==> src/verilog/nlg_cfg.svh <==
// Purpose: Constants of the notch lookup and gain select block.
// Assumes: 32-bit classic Wishbone register access, 100 MHz clock.
// Notes: Offsets are byte addresses of aligned words.
`ifndef NLG_CFG_SVH
`define NLG_CFG_SVH

// ----------------------------------------------------------------------
// Register map
// ----------------------------------------------------------------------
`define NLG_ADDR_CTRL 4'h0
`define NLG_ADDR_STATUS 4'h4
`define NLG_ADDR_INDEX 4'h8
`define NLG_ADDR_NOTCH 4'hc

// ----------------------------------------------------------------------
// Field positions
// ----------------------------------------------------------------------
`define NLG_F_SW_EN 0
`define NLG_F_COND_LO 4
`define NLG_F_COND_HI 7
`define NLG_F_RIG_LO 8
`define NLG_F_RIG_HI 11
`define NLG_F_GAIN2 12
`define NLG_F_P_ONLY 13
`define NLG_F_NOTCH_EN 16

// ----------------------------------------------------------------------
// Reset values and ranges
// ----------------------------------------------------------------------
`define NLG_RST_SW_EN 1'h1
`define NLG_RST_COND 4'h0
`define NLG_RST_RIG 4'h2
`define NLG_COND_MAX 4'ha
`define NLG_IDX_FIRST 7'h05
`define NLG_IDX_LAST 7'h3b
`define NLG_IDX_MAX 7'h40
`define NLG_IDX_F_LO 7'h31
`define NLG_IDX_F_HI 7'h35
`define NLG_IDX_E_LO 7'h36
`define NLG_IDX_E_HI 7'h3a
`define NLG_RIG_F 4'hf
`define NLG_RIG_E 4'he
`define NLG_RIG_D 4'hd

// ----------------------------------------------------------------------
// Condition selector codes
// ----------------------------------------------------------------------
`define NLG_COND_GAIN1 4'h0
`define NLG_COND_GAIN2 4'h1
`define NLG_COND_INPUT 4'h2
`define NLG_COND_GAIN1_B 4'h4

`endif

==> src/verilog/nlg_pkg.sv <==
// Purpose: Types shared by the notch lookup and gain select block.
// Assumes: Constants come from nlg_cfg.svh.
// Notes: Gain parameters are 16 bits each.
package nlg_pkg;

  typedef struct packed {
    logic [15:0] pos_loop;
    logic [15:0] speed_loop;
    logic [15:0] speed_integral;
    logic [15:0] speed_detect;
    logic [15:0] torque_filter;
  } nlg_gain_set_t;

  typedef struct packed {
    logic sw_en;
    logic [3:0] cond;
    logic [3:0] rigidity;
  } nlg_params_t;

  typedef struct packed {
    logic enable;
    logic [10:0] freq;
  } nlg_notch_t;

endpackage

==> src/verilog/nlg_notch_rom.sv <==
// Purpose: Table index to notch frequency decode, rigidity qualified.
// Assumes: Index and rigidity are stable registered values.
// Notes: Purely combinational; the caller registers the result.
`timescale 1ns/1ps
`default_nettype none
`include "nlg_cfg.svh"

module nlg_notch_rom (
  input wire logic [6:0] index_i,
  input wire logic [3:0] rigidity_i,
  output nlg_pkg::nlg_notch_t notch_o
);

  logic [10:0] freq;
  logic cut;

  always_comb begin
    unique case (index_i)
      7'h05: freq = 11'h5ca;
      7'h06: freq = 11'h592;
      7'h07: freq = 11'h55c;
      7'h08: freq = 11'h527;
      7'h09: freq = 11'h4f5;
      7'h0a: freq = 11'h4c5;
      7'h0b: freq = 11'h496;
      7'h0c: freq = 11'h46a;
      7'h0d: freq = 11'h43f;
      7'h0e: freq = 11'h415;
      7'h0f: freq = 11'h3ed;
      7'h10: freq = 11'h3c7;
      7'h11: freq = 11'h3a2;
      7'h12: freq = 11'h37f;
      7'h13: freq = 11'h35d;
      7'h14: freq = 11'h33c;
      7'h15: freq = 11'h31c;
      7'h16: freq = 11'h2fe;
      7'h17: freq = 11'h2e1;
      7'h18: freq = 11'h2c5;
      7'h19: freq = 11'h2aa;
      7'h1a: freq = 11'h290;
      7'h1b: freq = 11'h277;
      7'h1c: freq = 11'h25f;
      7'h1d: freq = 11'h248;
      7'h1e: freq = 11'h232;
      7'h1f: freq = 11'h21c;
      7'h20: freq = 11'h208;
      7'h21: freq = 11'h1f4;
      7'h22: freq = 11'h1e1;
      7'h23: freq = 11'h1ce;
      7'h24: freq = 11'h1bd;
      7'h25: freq = 11'h1ac;
      7'h26: freq = 11'h19c;
      7'h27: freq = 11'h18c;
      7'h28: freq = 11'h17d;
      7'h29: freq = 11'h16e;
      7'h2a: freq = 11'h160;
      7'h2b: freq = 11'h153;
      7'h2c: freq = 11'h146;
      7'h2d: freq = 11'h13a;
      7'h2e: freq = 11'h12e;
      7'h2f: freq = 11'h122;
      7'h30: freq = 11'h117;
      7'h31: freq = 11'h10d;
      7'h32: freq = 11'h102;
      7'h33: freq = 11'h0f8;
      7'h34: freq = 11'h0ef;
      7'h35: freq = 11'h0e6;
      7'h36: freq = 11'h0dd;
      7'h37: freq = 11'h0d5;
      7'h38: freq = 11'h0cd;
      7'h39: freq = 11'h0c5;
      7'h3a: freq = 11'h0bd;
      7'h3b: freq = 11'h0b6;
      default: freq = 11'h000;
    endcase
  end

  // The stiffest machine settings drop the lowest notch frequencies.
  always_comb begin
    cut = 1'b0;
    if (index_i >= `NLG_IDX_F_LO && index_i <= `NLG_IDX_F_HI &&
        rigidity_i >= `NLG_RIG_F) begin
      cut = 1'b1;
    end
    if (index_i >= `NLG_IDX_E_LO && index_i <= `NLG_IDX_E_HI &&
        rigidity_i >= `NLG_RIG_E) begin
      cut = 1'b1;
    end
    if (index_i == `NLG_IDX_LAST && rigidity_i >= `NLG_RIG_D) begin
      cut = 1'b1;
    end
  end

  assign notch_o.enable = (freq != 11'h000) && !cut;
  assign notch_o.freq = freq;

endmodule
`default_nettype wire

==> src/verilog/nlg_top.sv <==
// Purpose: Notch lookup and loop gain set selection with Wishbone access.
// Assumes: Classic Wishbone slave, 32-bit data, one 100 MHz clock.
// Notes: Written parameters wait in a staging copy until power-on.
`timescale 1ns/1ps
`default_nettype none
`include "nlg_cfg.svh"

module nlg_top (
  input wire logic clk_i,
  input wire logic rst_i,
  input wire logic wb_cyc_i,
  input wire logic wb_stb_i,
  input wire logic wb_we_i,
  input wire logic [3:0] wb_adr_i,
  input wire logic [3:0] wb_sel_i,
  input wire logic [31:0] wb_dat_i,
  output logic [31:0] wb_dat_o,
  output logic wb_ack_o,
  input wire logic power_on_i,
  input wire logic gain_select_input_i,
  input wire logic switch_cond_met_i,
  input wire logic adaptive_enable_i,
  input wire logic [6:0] adaptive_table_index_i,
  input wire nlg_pkg::nlg_gain_set_t first_gain_set_i,
  input wire nlg_pkg::nlg_gain_set_t second_gain_set_i,
  output nlg_pkg::nlg_gain_set_t loop_gains_o,
  output logic gain_set2_o,
  output logic p_only_o,
  output nlg_pkg::nlg_notch_t notch_o
);

  // ----------------------------------------------------------------------
  // Pin synchronisers
  // ----------------------------------------------------------------------
  logic pwr_meta;
  logic pwr_sync;
  logic pwr_prev;
  logic gain_select_input_meta;
  logic gain_select_input_sync;
  logic power_edge;

  always_ff @(posedge clk_i) begin
    if (rst_i) begin
      pwr_meta <= 1'b0;
      pwr_sync <= 1'b0;
      pwr_prev <= 1'b0;
    end else begin
      pwr_meta <= power_on_i;
      pwr_sync <= pwr_meta;
      pwr_prev <= pwr_sync;
    end
  end

  always_ff @(posedge clk_i) begin
    if (rst_i) begin
      gain_select_input_meta <= 1'b0;
      gain_select_input_sync <= 1'b0;
    end else begin
      gain_select_input_meta <= gain_select_input_i;
      gain_select_input_sync <= gain_select_input_meta;
    end
  end

  assign power_edge = pwr_sync && !pwr_prev;

  // ----------------------------------------------------------------------
  // Wishbone slave
  // ----------------------------------------------------------------------
  logic req;
  logic wr_ctrl;
  nlg_pkg::nlg_params_t staged;
  nlg_pkg::nlg_params_t active;
  logic [6:0] index_disp;

  assign req = wb_cyc_i && wb_stb_i && !wb_ack_o;
  assign wr_ctrl = req && wb_we_i && wb_adr_i == `NLG_ADDR_CTRL;

  // The ack is registered, so every access answers one cycle later.
  always_ff @(posedge clk_i) begin
    if (rst_i) begin
      wb_ack_o <= 1'b0;
    end else begin
      wb_ack_o <= req;
    end
  end

  always_ff @(posedge clk_i) begin
    if (rst_i) begin
      wb_dat_o <= 32'h0000_0000;
    end else if (req && !wb_we_i) begin
      wb_dat_o <= 32'h0000_0000;
      unique case (wb_adr_i)
        `NLG_ADDR_CTRL: begin
          wb_dat_o[`NLG_F_SW_EN] <= staged.sw_en;
          wb_dat_o[`NLG_F_COND_HI:`NLG_F_COND_LO] <= staged.cond;
          wb_dat_o[`NLG_F_RIG_HI:`NLG_F_RIG_LO] <= staged.rigidity;
        end
        `NLG_ADDR_STATUS: begin
          wb_dat_o[`NLG_F_SW_EN] <= active.sw_en;
          wb_dat_o[`NLG_F_COND_HI:`NLG_F_COND_LO] <= active.cond;
          wb_dat_o[`NLG_F_RIG_HI:`NLG_F_RIG_LO] <= active.rigidity;
          wb_dat_o[`NLG_F_GAIN2] <= gain_set2_o;
          wb_dat_o[`NLG_F_P_ONLY] <= p_only_o;
        end
        `NLG_ADDR_INDEX: begin
          wb_dat_o[6:0] <= index_disp;
        end
        `NLG_ADDR_NOTCH: begin
          wb_dat_o[10:0] <= notch_o.freq;
          wb_dat_o[`NLG_F_NOTCH_EN] <= notch_o.enable;
        end
        default: begin
          wb_dat_o <= 32'h0000_0000;
        end
      endcase
    end
  end

  // ----------------------------------------------------------------------
  // Parameter staging and power-on apply
  // ----------------------------------------------------------------------
  // Out-of-range selector writes are dropped so the field keeps its value.
  always_ff @(posedge clk_i) begin
    if (rst_i) begin
      staged.sw_en <= `NLG_RST_SW_EN;
      staged.cond <= `NLG_RST_COND;
      staged.rigidity <= `NLG_RST_RIG;
    end else if (wr_ctrl) begin
      if (wb_sel_i[0]) begin
        staged.sw_en <= wb_dat_i[`NLG_F_SW_EN];
        if (wb_dat_i[`NLG_F_COND_HI:`NLG_F_COND_LO] <= `NLG_COND_MAX) begin
          staged.cond <= wb_dat_i[`NLG_F_COND_HI:`NLG_F_COND_LO];
        end
      end
      if (wb_sel_i[1]) begin
        staged.rigidity <= wb_dat_i[`NLG_F_RIG_HI:`NLG_F_RIG_LO];
      end
    end
  end

  // Running values change only at power-on, never mid-motion.
  always_ff @(posedge clk_i) begin
    if (rst_i) begin
      active.sw_en <= `NLG_RST_SW_EN;
      active.cond <= `NLG_RST_COND;
      active.rigidity <= `NLG_RST_RIG;
    end else if (power_edge) begin
      active <= staged;
    end
  end

  // ----------------------------------------------------------------------
  // Adaptive index display and notch decode
  // ----------------------------------------------------------------------
  nlg_pkg::nlg_notch_t next_notch;

  // A disabled adaptive filter shows zero; values above 64 clamp.
  always_ff @(posedge clk_i) begin
    if (rst_i || !adaptive_enable_i) begin
      index_disp <= 7'h00;
    end else if (adaptive_table_index_i > `NLG_IDX_MAX) begin
      index_disp <= `NLG_IDX_MAX;
    end else begin
      index_disp <= adaptive_table_index_i;
    end
  end

  nlg_notch_rom u_rom (
    .index_i(index_disp),
    .rigidity_i(active.rigidity),
    .notch_o(next_notch)
  );

  always_ff @(posedge clk_i) begin
    if (rst_i) begin
      notch_o <= '0;
    end else begin
      notch_o <= next_notch;
    end
  end

  // ----------------------------------------------------------------------
  // Gain set selection
  // ----------------------------------------------------------------------
  logic next_gain2;

  // Selectors 3 and 5..10 use the loop's own condition detector.
  always_comb begin
    next_gain2 = 1'b0;
    if (active.sw_en) begin
      unique case (active.cond)
        `NLG_COND_GAIN1, `NLG_COND_GAIN1_B: next_gain2 = 1'b0;
        `NLG_COND_GAIN2: next_gain2 = 1'b1;
        `NLG_COND_INPUT: next_gain2 = gain_select_input_sync;
        default: next_gain2 = switch_cond_met_i;
      endcase
    end
  end

  always_ff @(posedge clk_i) begin
    if (rst_i) begin
      gain_set2_o <= 1'b0;
      p_only_o <= 1'b0;
    end else begin
      gain_set2_o <= next_gain2;
      p_only_o <= !active.sw_en && gain_select_input_sync;
    end
  end

  always_ff @(posedge clk_i) begin
    if (rst_i) begin
      loop_gains_o <= '0;
    end else if (next_gain2) begin
      loop_gains_o <= second_gain_set_i;
    end else begin
      loop_gains_o <= first_gain_set_i;
    end
  end
endmodule
`default_nettype wire

==> config.mk <==
export PLATFORM = sky130hd
export DESIGN_NAME = nlg_top
export DESIGN_NICKNAME = d
export VERILOG_FILES = /design/src/verilog/nlg_pkg.sv /design/src/verilog/nlg_notch_rom.sv /design/src/verilog/nlg_top.sv
export VERILOG_INCLUDE_DIRS = /design/src /design/src/verilog
export SDC_FILE = /design/constraint.sdc
export NUM_CORES = 1
export LEC_CHECK = 0
export BUFFER_PORTS_ARGS = -buffer_cell sky130_fd_sc_hd__buf_4
export CAP_MARGIN = 20
export CORE_AREA = 2 2 135 137
export DETAILED_ROUTE_END_ITERATION = 6
export DIE_AREA = 0 0 137 139
export GPL_TIMING_DRIVEN = 1
export HOLD_SLACK_MARGIN = 0.08
export PLACE_DENSITY = 0.69
export SLEW_MARGIN = 15
export SYNTH_ARGS = -nofsm -noshare
export SYNTH_HDL_FRONTEND = slang
export SYNTH_HIERARCHICAL = 1
export SYNTH_SLANG_ARGS = --single-unit
==> constraint.sdc <==
create_clock -name clk_i -period 3.2 [get_ports clk_i]
set_clock_uncertainty 0.15 [all_clocks]
set_input_delay 0.16 -clock clk_i [delete_from_list [all_inputs] [get_ports clk_i]]
set_output_delay 0.16 -clock clk_i [all_outputs]
set_load 0.02 [all_outputs]
## Word level (Yosys, flattened, before mapping)

Memories as Yosys holds them, arrays and structs flattened. A register that Yosys moved wholly into a read port is not among the register bits.
Index checks and enable logic that the tools add are counted.
Widths: inputs -> output; s select.

| cells by class | value |
|---|---|
| add/sub/neg operators | 0 |
| multiply operators | 0 |
| divide/modulo/power cells | 0 |
| order comparisons | 9 |
| eq/ne operators | 7 |
| shifts and indexed selects | 0 |
| mux-type cells | 16 |
| bitwise operators | 0 |
| reduce and logical (&&, ||, !) cells | 28 |

Operator list:

| cell | number |
|---|---|
| $mux 80 | 1 |
| $ge 7x6->1 const B | 2 |
| $le 7x6->1 const B | 2 |
| $logic_and 1x1->1 | 13 |
| $ge 4x4->1 const B | 3 |
| $pmux 3 s4 | 1 |
| $pmux 4 s3 | 1 |
| $mux 11 | 1 |
| $reduce_bool 11->1 | 1 |
| $eq 4x3->1 const B | 2 |
| $eq 4x4->1 const B | 2 |
| $logic_not 4->1 | 2 |
| $eq 7x6->1 const B | 1 |
| $gt 7x7->1 const B | 1 |
| $mux 7 | 1 |
| $logic_not 1->1 | 6 |
| $mux 6 | 1 |
| $pmux 3 s2 | 1 |
| $mux 1 | 5 |
| $eq 4x1->1 const B | 1 |
| $eq 4x2->1 const B | 1 |
| $le 4x4->1 const B | 1 |
| $pmux 1 s4 | 1 |
| $reduce_and 2->1 | 2 |
| other kinds (6) | 7 |

| storage, ports and cells | value |
|---|---|
| flip-flop bits (word level) | 140 |
| latch bits | 0 |
| bits in writable memories | 0 |
| bits in read-only memories | 704 |
| word-level logic and storage cells | 85 |
| memories kept | 1 |

Memory list:

| name | words | width | read ports | clocked after Yosys merged registers in | write ports | RTL line | source |
|---|---|---|---|---|---|---|---|
| (no name shown) | 64 | 11 | 1 | 1 | 0 | nlg_notch_rom.sv:18 | `unique case (index_i)` |

## Logic depth before layout (Yosys ltp)

Gate-level depths: netlist (run 1).

| logic depth | value |
|---|---|
| word-level depth | 8 |
| gate-level depth with buffers | 11 |
| depth with buffers taken out | 9 |

## Cells and area by module

The synthesis (run 1) kept the hierarchy.

Modules (own cells, without submodules):

| module | times used | cells each | area each (sq um) | seq. area each (sq um) |
|---|---|---|---|---|
| nlg_top | 1 | 595 | 5176.2 | 2802.7 |
| nlg_notch_rom | 1 | 189 | 1325.0 | 0.0 |

## Least setup slack after synthesis (run 1)

OpenSTA, ideal clock, no wires.

| timing path | value |
|---|---|
| kind | reg-to-reg |
| from | register index_disp[0] |
| to | register notch_o[11] in the netlist's numbering |
| setup time | 0.126 ns |
| data arrival time | 2.397 ns |
| required time | 2.924 ns |
| setup slack | 0.526 ns |
| stages on the path, launching flop included | 12 |
| buffers on the path | 2 |
| period minus slack after synthesis | 2.674 ns |
| path through | dfxtp_1 clkbuf_1 inv_1 ha_1 buf_2 nor2b_1 nor3b_1 a2111oi_2 nor3_2 nor3_2 a31oi_1 nor2b_1 |

RTL lines:

| item | RTL line | source |
|---|---|---|
| from (decl) | nlg_top.sv:73 | `logic [6:0] index_disp;` |
| from (signal assigned) | nlg_top.sv:162 | `` index_disp <= `NLG_IDX_MAX; `` |
| from (signal assigned) | nlg_top.sv:164 | `index_disp <= adaptive_table_index_i;` |
| to (signal assigned) | nlg_top.sv:178 | `notch_o <= next_notch;` |
| to (decl) | nlg_top.sv:29 | `output nlg_pkg::nlg_notch_t notch_o` |

## Worst setup path in the final report (run 1)

| timing path | value |
|---|---|
| from | input port wb_adr_i[1] |
| to | register staged[4] in the netlist's numbering |

| between the ends | value |
|---|---|
| longest elaborated chain between the ends | 3 |

RTL lines:

| item | RTL line | source |
|---|---|---|
| from (decl) | nlg_top.sv:14 | `input wire logic [3:0] wb_adr_i,` |
| $logic_not 4->1 | n/a |  |
| $logic_and 1x1->1 (no source line) | n/a |  |
| $reduce_and 3->1 (no source line) | n/a |  |
| to (decl) | nlg_top.sv:71 | `nlg_pkg::nlg_params_t staged;` |

No other way between the ends.
A chain may end at the register's enable or synchronous reset.

==> results of run 1 <==
## sequential cells by signal, summed over array words and instances (netlist names)
name                    cells
index_disp                  7
staged                      9
active                      9
wb_ack_o                    1
gain_set2_o                 1
notch_o                    12
wb_dat_o                   15
gain_select_input_sync      1
gain_select_input_meta      1
pwr_meta                    1
p_only_o                    1
loop_gains_o               80
pwr_sync                    1
pwr_prev                    1
## logic make-up (layout without fill, tap and decap cells)
| kind of cell | count (synthesis) | after routing | synth area share, % |
|---|---|---|---|
| flops | 140 | 140 | 43.1 |
| xor+xnor | 1 | 1 | 0.135 |
| mux | 23 | 23 | 4.47 |
| fa+ha+maj | 16 | 16 | 3.08 |
| other cells | 1 | 17 | 0.0577 |
| buf+inv | 83 | 572 | 7.12 |
| compound gates | 187 | 187 | 18.2 |
| simple gates | 333 | 333 | 23.8 |
## layer usage
layer	part of all wire, %	up-vias	global-route usage [%]
met5	0	-	0
met4	4.9	0	15.9
met3	8.3	106	7.53
met2	49	408	47.6
met1	38	3619	31.7
li1	-	3637	-
## repair_timing
action                                 CTS  global route
endpoints found under the hold margin  118             0
setup endpoints to repair                0             0
hold buffers                           206             0
## worst max-delay path by stage
stage	start	to	slack, ps
detailed placement	index_disp[1]$_SDFF_PP0_	notch_o[11]$_SDFF_PP0_	560
global placement	index_disp[1]$_SDFF_PP0_	notch_o[11]$_SDFF_PP0_	620
global route	wb_adr_i[1]	staged[4]$_SDFFE_PP0P_	140
finish	wb_adr_i[1]	staged[4]$_SDFFE_PP0P_	190
floorplan	index_disp[0]$_SDFF_PP0_	notch_o[11]$_SDFF_PP0_	530
CTS	wb_adr_i[1]	staged[5]$_SDFFE_PP0P_	310
## power by group
| part | internal, mW | switching [mW] | total (mW) |
|---|---|---|---|
| registers | 1.81 | 0.0325 | 1.84 |
| logic | 0.474 | 0.368 | 0.842 |
| clock network | 1.20 | 0.818 | 2.02 |
## cell usage in the layout (no fill, tap or decap), types with 10 or more instances in the layout
cell	synthesis	routed
buf_4	22	324
dlygate4sd3_1	0	206
nand2_1	204	204
dfxtp_1	140	140
a21oi_1	113	113
nor2_1	33	33
nor2b_1	27	27
conb_1	1	17
clkbuf_16	0	17
ha_1	16	16
a22oi_1	11	11
mux2i_1	11	11
nand2b_1	10	10
nand3_1	10	10
## critical path: stages
cell and delay (ps):
dlygate4sd3_1 570, buf_4 160, nor4_2 520, o2111ai_1 320
mux2i_1 220, dlygate4sd3_1 580, nor2_1 50, dlygate4sd3_1 580
## final cells by class
type | instances | share of cell area, %
flip-flops and latches | 140 | 24.2
multi-input cells | 577 | 28.6
clock inverters | 13 | 1.33
repair buffers | 532 | 39.2
inverters | 8 | 0.260
clock buffers | 19 | 3.92
well taps | 229 | 2.48
## per-stage QoR
stage               hold slack [ps]  area [um^2]  cells
finish                          124        11600   1518
global placement                228         8900   1280
global route                    153        11600   1518
CTS                             113        11600   1518
detailed placement              226         8900   1280
floorplan                       128         6560    800
==> flow_summary_export.csv, run 1 <==
group,metric,value,unit
timing,setup_viol_count_final,0,
yosys,post_synth_edffs,0,
detailed_routing,avgViaCountPerCell,5.12,
yosys,synth_area,6500,um^2
yosys,synth.cells.most_frequent,"nand2_1 (204), dfxtp_1 (140), a21oi_1 (113)",
yosys,synth_warnings,6,
timing,maxSlewHeadroom,50.5,%
yosys,synth_cells,784,
floorplan,floorplan.die_area,19000,um^2
yosys,syn_area_per_cell,8.29,um^2
min_path,hold_path_depth,4,
timing,final.min_clock_period,3010,ps
detailed_routing,detailedRoute.firstPassIterationCount,6,
floorplan,floorplan.initialDensity,36.8,%
job,drv_cap,0,
placement,detailed_place_hpwl,16600,um
timing,worst-slew-pin-transition,742,ps
detailed_routing,dr.first_iter.drc_count,474,
yosys,yosys_register_bits,140,
yosys,synth.top_cells.by_area,"dfxtp_1 (43%), nand2_1 (12%), a21oi_1 (8.7%), ha_1 (3.1%), nor2b_1 (2.6%)",
clock_network,path_clk_slew,60,ps
setup_path,path_max_fanout,3,
detailed_routing,post-route-drc-count,0,
placement,pre_cts_slack,558,ps
clock_network,post_cts_resized,0,
layout,final.fill_count,1347,
power,power-per-cell-area,407,nW/um^2
global_route,grtUsageTotal,28.2,%
floorplan,rows,49,
clock_network,clock_sink_count,140,
layout,number_of_diodes,0,
global_route,total_grt_overflow,0,
setup_path,end_kind,"flip-flop",
timing,grt_setup_unrepaired,"false",
setup_path,crit_arrival,3160,ps
layout,register_area,2800,um^2
yosys,synth_sequential_area_ratio,43.1,%
timing,finalHoldViolations,0,
clock_network,htreeDepth,4,
layout,net_count_of_the_finished_layout,1508,
placement,gpl.final_weighted_congestion,0.944,
yosys,yosys.area.top_type_share,43.1,%
power,total_leakage_power,5.38,nW
detailed_routing,remaining_antenna_violation_count,0,
setup_path,critical_path.startpoint_type,"input port",
detailed_routing,via_count,7770,
setup_path,timing.rr.start,"active[5]$_SDFFE_PP0P_",
clock_network,cts_buffers,17,
layout,multi_input_logic_area,3310,um^2
run_status,outcome,"completed",
power,power.total,4.71,mW
floorplan,num_io_pins,343,
setup_path,worstReg2RegEnd,"loop_gains_o[33]$_SDFF_PP0_",
timing,finalWorstSetupSlack,190,ps
layout,area_growth_syn_to_layout,77.9,%
timing,final-max-slew-violation-count,0,
yosys,ys_dominant_reg_cell,"dfxtp_1",
power,vdd_drop_max,0.000412,V
detailed_routing,post_drt_wl_per_cell,18.1,um
floorplan,design.core.area,17700,um^2
global_route,maximum_number_of_pins_on_one_net_before_global_route_repair,82,
yosys,synth_most_common_cell,"nand2_1",
floorplan,die_height,139,um
global_route,first_pass_grt_wire_length,41500,um
setup_path,timing.reg2reg.setup_slack,390,ps
clock_network,cts.repair_timing.setup_buffer_count,0,
clock_network,clk_latency,420,ps
placement,buffer_ports.inserted,300,
clock_network,cts_max_path_buffers,2,
yosys,netlist.top_cell.by_area,"dfxtp_1",
timing,finalSetupTns,0,ps
floorplan,die_width,137,um
layout,final_util,65.5,%
min_path,holdPathEnd,"wb_dat_o[16]$_SDFFE_PP0P_",
global_route,antenna_violations_before_repair,0,
setup_path,crit_type,"input port to flip-flop",
timing,timing.final.crit_share,94.1,%
min_path,worst_hold_launch,"wb_adr_i[2]",
detailed_routing,totalWireLength,27500,um
setup_path,reg2reg_depth,6,
min_path,hold_path.class,"input port to flip-flop",
layout,drive_gt1_share,30.4,%
setup_path,required,3350,ps
timing,achievable-frequency,332,MHz
global_route,grt_pass1_vias,7889,
clock_network,cts.root.buffer_cell,"clkbuf_16",
clock_network,cts_tree,"yes",
yosys,yosys.cell_types.count,72,
yosys,async_s_r_ff_share_synth,0,%
No activity file was read; power rests on OpenSTA's default activity.
==> run 2, diff against run 1 <==
- PLACE_DENSITY: 0.69 -> default
- PLACE_DENSITY_LB_ADDON: default -> 0.25
==> run 2 against run 1 <==
Against the previous run:
- flip-flop and latch count unchanged
- via count fell by 1.6%
- combinational power down 0.8%
- critical path type is now flip-flop to flip-flop
- largest power group unchanged
==> flow_summary_export.csv, run 2 (synthesis gave the netlist of run 1 again) <==
group,metric,value,unit
run_status,outcome,"completed",
placement,gpl.final_weighted_congestion,0.919,
detailed_routing,avgViaCountPerCell,5.07,
timing,timing.final.crit_share,87.8,%
layout,layout.cells.most_common_list,"buf_4 (322), nand2_1 (204), dlygate4sd3_1 (194), dfxtp_1 (140), a21oi_1 (113)",
timing,achievable-frequency,356,MHz
setup_path,required,3410,ps
detailed_routing,remaining_antenna_violation_count,0,
timing,setup_viol_count_final,0,
setup_path,end_kind,"flip-flop",
clock_network,cts.repair_timing.setup_buffer_count,0,
floorplan,die_width,137,um
setup_path,critical_path.startpoint_type,"flip-flop",
layout,net_count_of_the_finished_layout,1496,
floorplan,rows,49,
detailed_routing,via_count,7649,
clock_network,clock_sink_count,140,
global_route,antenna_violations_before_repair,2,
timing,final.min_clock_period,2810,ps
layout,flip_flop_count_of_the_largest_register_after_layout,80,
setup_path,crit_type,"flip-flop to flip-flop",
timing,finalHoldViolations,0,
floorplan,floorplan.initialDensity,36.8,%
floorplan,floorplan.die_area,19000,um^2
global_route,total_grt_overflow,0,
placement,buffer_ports.inserted,300,
placement,detailed_place_hpwl,16400,um
detailed_routing,dr.first_iter.drc_count,466,
power,pwr-share-clk,42.2,%
clock_network,cts_buffers,17,
clock_network,cts_hold_buf,194,
detailed_routing,post-route-drc-count,0,
layout,final_cell_area,11500,um^2
clock_network,clk_latency,420,ps
global_route,grt_pass1_vias,7733,
min_path,hold_path.class,"input port to flip-flop",
power,power.combinational.fraction,18.0,%
power,switching_share,25.3,%
clock_network,htreeDepth,4,
global_route,grtUsageTotal,27.2,%
floorplan,num_io_pins,343,
timing,grt_setup_unrepaired,"false",
layout,multi_input_logic_area,3310,um^2
layout,max_flop_register,"loop_gains_o",
global_route,maximum_number_of_pins_on_one_net_before_global_route_repair,82,
power,power-per-cell-area,405,nW/um^2
detailed_routing,totalWireLength,26500,um
layout,mostFrequentLayoutCell,"buf_4",
power,seq_power_share,39.8,%
setup_path,path_max_fanout,56,
clock_network,cts_tree,"yes",
job,drv_cap,0,
floorplan,die_height,139,um
detailed_routing,detailedRoute.firstPassIterationCount,5,
timing,worst-slew-pin-transition,726,ps
layout,final.fill_count,1359,
layout,drive_gt1_share,30.5,%
detailed_routing,post_drt_wl_per_cell,17.6,um
setup_path,crit_arrival,3020,ps
timing,final-max-slew-violation-count,0,
clock_network,cts_max_path_buffers,2,
timing,finalSetupTns,0,ps
power,vdd_drop_max,0.000427,V
floorplan,design.core.area,17700,um^2
timing,maxSlewHeadroom,51.6,%
layout,largest_registers,"loop_gains_o x80, wb_dat_o x15, notch_o x12",
layout,area_growth_syn_to_layout,76.2,%
power,internal_power,3.46,mW
power,total_leakage_power,5.31,nW
power,total_switching_power,1.18,mW
clock_network,path_clk_slew,60,ps
placement,placed_cell_areas,8920,um^2
clock_network,post_cts_resized,0,
clock_network,cts.root.buffer_cell,"clkbuf_16",
global_route,first_pass_grt_wire_length,40400,um
layout,register_area,2800,um^2
-- run 2: changes by cell type in the layout (fill, tap and decap cells not counted), moves of 2 or more --
cell	before	now
clkinv_2	0	2
diode_2	0	2
buf_12	2	4
dlygate4sd3_1	206	194
buf_4	324	322
clkbuf_1	0	2
-- run 2: cell type report --
cell class	instances	share of cell area, %
flip-flops and latches	140	24.5
clock buffers	20	3.90
well taps	229	2.50
multi-input cells	577	28.9
clock inverters	12	1.21
repair buffers	520	38.8
inverters	8	0.262
diodes	2	0.0437
-- run 2: stage by stage --
| stage | worst slack (ps) | util (%) | power [mW] | instances | hold WS (ps) |
|---|---|---|---|---|---|
| after floorplan | 526 | - | 2.18 | 800 | 128 |
| after global placement | 705 | 50.5 | 2.50 | 1280 | 222 |
| after detailed placement | 639 | 50.5 | 2.51 | 1280 | 228 |
| after CTS | 461 | 64.9 | 4.64 | 1506 | 90.9 |
| after global routing | 284 | 64.9 | 4.81 | 1508 | 145 |
| final | 392 | 64.9 | 4.64 | 1508 | 125 |
-- run 2: power by group through the flow --
stage	clock, mW	sequential (mW)	combinational, mW
after floorplan	0	1.95	0.226
after global placement	0	1.88	0.623
after detailed placement	0	1.88	0.625
after CTS	1.99	1.84	0.811
after global routing	2.07	1.85	0.888
final	1.96	1.84	0.835
-- run 2: final timing paths --
check | start | end | slack [ps] | cells after the start
setup reg to reg | active[5]$_SDFFE_PP0P_ | loop_gains_o[41]$_SDFF_PP0_ | 390 | 6
hold / removal | wb_adr_i[2] | wb_dat_o[16]$_SDFFE_PP0P_ | 130 | 4
setup / recovery | active[5]$_SDFFE_PP0P_ | loop_gains_o[41]$_SDFF_PP0_ | 390 | 6
hold reg to reg | pwr_meta$_SDFF_PP0_ | pwr_sync$_SDFF_PP0_ | 290 | 1
-- run 2: worst max-delay path, cell delays in order (launching register included) --
cell           delay (ps)
dfxtp_1               340
a211oi_2              370
o221a_2               650
buf_12                310
nand2_1               150
a21oi_1               180
dlygate4sd3_1         570
-- run 2: metal layers --
metal	vias to the layer above	part of all wire, %	wire, um	global-route usage, %
li1	3611	-	-	-
met1	3561	38	10100	29.7
met2	379	49	13000	46.6
met3	98	8.0	2120	8.33
met4	0	4.8	1270	14.9
met5	-	0	0	0
==> run 3, diff against run 2 <==
- CORE_AREA: 2 2 135 137 -> 2 2 132 134
- CTS_BUF_LIST: default -> sky130_fd_sc_hd__clkbuf_4 sky130_fd_sc_hd__clkbuf_8
- DIE_AREA: 0 0 137 139 -> 0 0 134 136
- clock period: 3.2 -> 2.4 ns (I/O delays scaled with it)
==> run 3 against run 2 <==
Against the previous run:
- non-clock buffer count increased by 50
- design area rose by 3.7%
- clock-buffer cell count decreased by 2
- final cell count increased by 2.9%
- sequential power is 33% higher
- critical path depth is the same
- combinational power is 43% higher
- global-route usage increased by 1.7 points
- sequential share of layout area shrank 0.84 points
- worst setup slack worse by 350 ps
- clock power up 3%
- largest cell class unchanged
- largest power group is now registers
==> flow_summary_export.csv, run 3 (synthesis gave the netlist of run 1 again) <==
group,metric,value,unit
global_route,grtUsageTotal,28.9,%
placement,buffer_ports.inserted,300,
detailed_routing,post_drt_wl_per_cell,18.6,um
detailed_routing,totalWireLength,28800,um
layout,register_area,2810,um^2
power,power-per-cell-area,475,nW/um^2
placement,place_inst,1305,
layout,net_count_of_the_finished_layout,1546,
detailed_routing,detailedRoute.firstPassIterationCount,5,
global_route,first_pass_grt_wire_length,41300,um
placement,detailed_place_hpwl,16700,um
setup_path,path_max_fanout,40,
floorplan,floorplan.die_area,18200,um^2
clock_network,cts_buffers,17,
min_path,hold_path_depth,4,
placement,gpl.final_weighted_congestion,0.891,
layout,area_growth_syn_to_layout,82.8,%
floorplan,num_io_pins,343,
placement,pre_cts_slack,22.4,ps
setup_path,required,2660,ps
layout,mostFrequentLayoutCell,"buf_4",
setup_path,critical_path.startpoint_type,"flip-flop",
setup_path,crit_arrival,2620,ps
power,vdd_drop_max,0.000441,V
setup_path,critical_path_cell_by_cell,"or2_1, o221ai_4, buf_8, nand2_1, a21oi_1, dlygate4sd3_1",
setup_path,end_kind,"flip-flop",
global_route,total_grt_overflow,0,
global_route,maximum_number_of_pins_on_one_net_before_global_route_repair,82,
detailed_routing,avgViaCountPerCell,5.14,
timing,setup_viol_count_final,0,
run_status,outcome,"completed",
clock_network,clk_latency,460,ps
layout,flip_flop_count_of_the_largest_register_after_layout,80,
timing,achievable-frequency,424,MHz
timing,final-max-slew-violation-count,0,
clock_network,path_clk_slew,90,ps
min_path,hold_path.class,"input port to flip-flop",
timing,maxSlewHeadroom,51.5,%
layout,final.fill_count,1240,
power,total_leakage_power,5.54,nW
floorplan,rows,48,
detailed_routing,dr.first_iter.drc_count,520,
setup_path,reg2reg_depth,6,
layout,drive_gt1_share,33.5,%
setup_path,max_stage_delay,560,ps
clock_network,cts_tree,"yes",
layout,layout.cells.most_common_list,"buf_4 (348), dlygate4sd3_1 (208), nand2_1 (204), dfxtp_1 (138), a21oi_1 (113)",
floorplan,die_width,134,um
detailed_routing,remaining_antenna_violation_count,0,
job,drv_cap,0,
timing,finalSetupTns,0,ps
layout,max_flop_register,"loop_gains_o",
timing,worst-slew-pin-transition,727,ps
detailed_routing,via_count,7984,
layout,final-instance-count-excl-fill,1552,
timing,finalWorstSetupSlack,41.0,ps
global_route,grt_pass1_vias,7826,
clock_network,cts.root.buffer_cell,"clkbuf_8",
setup_path,crit_type,"flip-flop to flip-flop",
layout,multi_input_logic_area,3420,um^2
floorplan,floorplan.initialDensity,38.5,%
layout,largest_registers,"loop_gains_o x80, wb_dat_o x15, notch_o x12",
layout,number_of_diodes,0,
floorplan,die_height,136,um
timing,final.min_clock_period,2360,ps
detailed_routing,post-route-drc-count,0,
floorplan,design.core.area,16900,um^2
clock_network,cts_max_path_buffers,2,
timing,timing.final.crit_share,98.3,%
timing,finalHoldViolations,0,
clock_network,clock_sink_count,140,
setup_path,cp_slowest_cell,"dlygate4sd3_1",
global_route,antenna_violations_before_repair,0,
power,power.total,5.65,mW
clock_network,htreeDepth,4,
-- run 3: changes by cell type in the layout (fill, tap and decap cells not counted), moves of 3 or more --
cell / delta
buf_4: +26
buf_6: +4
clkbuf_16: -15
clkbuf_8: +17
dlygate4sd3_1: +14
ha_1: -3
-- run 3: critical path, delay by kind of cell (launching register included) --
family / cells / cell delay (ps)
and+or+nand+nor: 2 / 400
AOI/OAI and AO/OA: 2 / 460
buffers and inverters: 2 / 900
DFF: 1 / 370
-- run 3: per-stage QoR --
step,util (%),cell area [um^2],hold WS (ps)
5_1_grt,70.4,11900,98.7
4_1_cts,69.3,11700,111
3_5_place_dp,54.5,9190,184
2_1_floorplan,-,6590,88.3
3_3_place_gp,54.5,9190,181
6_report,70.4,11900,112
-- run 3: routing by layer --
| layer | GRT usage, % | part of all wire, % | vias up |
|---|---|---|---|
| li1 | - | - | 3705 |
| met3 | 8.61 | 8.4 | 121 |
| met1 | 33.1 | 38 | 3746 |
| met5 | 0 | 0 | - |
| met2 | 48.5 | 48 | 412 |
| met4 | 15.8 | 5.3 | 0 |
-- run 3: power by group --
part           internal, mW  leakage, nW  total [mW]  switching, mW
combinational         0.672         4.19        1.19          0.514
clock                 0.970        0.198        2.01           1.04
sequential             2.41         1.15        2.45         0.0396
-- run 3: cell type report --
class	count	share of cell area, %
Clock buffer	18	2.08
Inverter	8	0.284
Tap cell	225	2.37
Timing Repair Buffer	570	41.6
Multi-Input combinational cell	577	28.8
Clock inverter	14	1.32
Sequential cell	140	23.6
-- run 3: what timing repair did --
action | in CTS | in global routing
endpoints found under the hold margin | 137 | 0
resized for setup | 1 | 24
hold buffers | 209 | 0
pin swaps | 0 | 15
buffers inserted | 0 | 3
gates cloned | 0 | 3
endpoints found under the setup margin | 1 | 80
-- run 3: path summary, 6_finish.rpt --
check / slack [ps] / from / endpoint
max: 40 / active[7]$_SDFFE_PP0P_ / loop_gains_o[68]$_SDFF_PP0_
min: 110 / first_gain_set_i[36] / loop_gains_o[36]$_SDFF_PP0_
max reg2reg: 40 / active[7]$_SDFFE_PP0P_ / loop_gains_o[68]$_SDFF_PP0_
min reg2reg: 300 / gain_select_input_meta$_SDFF_PP0_ / gain_select_input_sync$_SDFF_PP0_
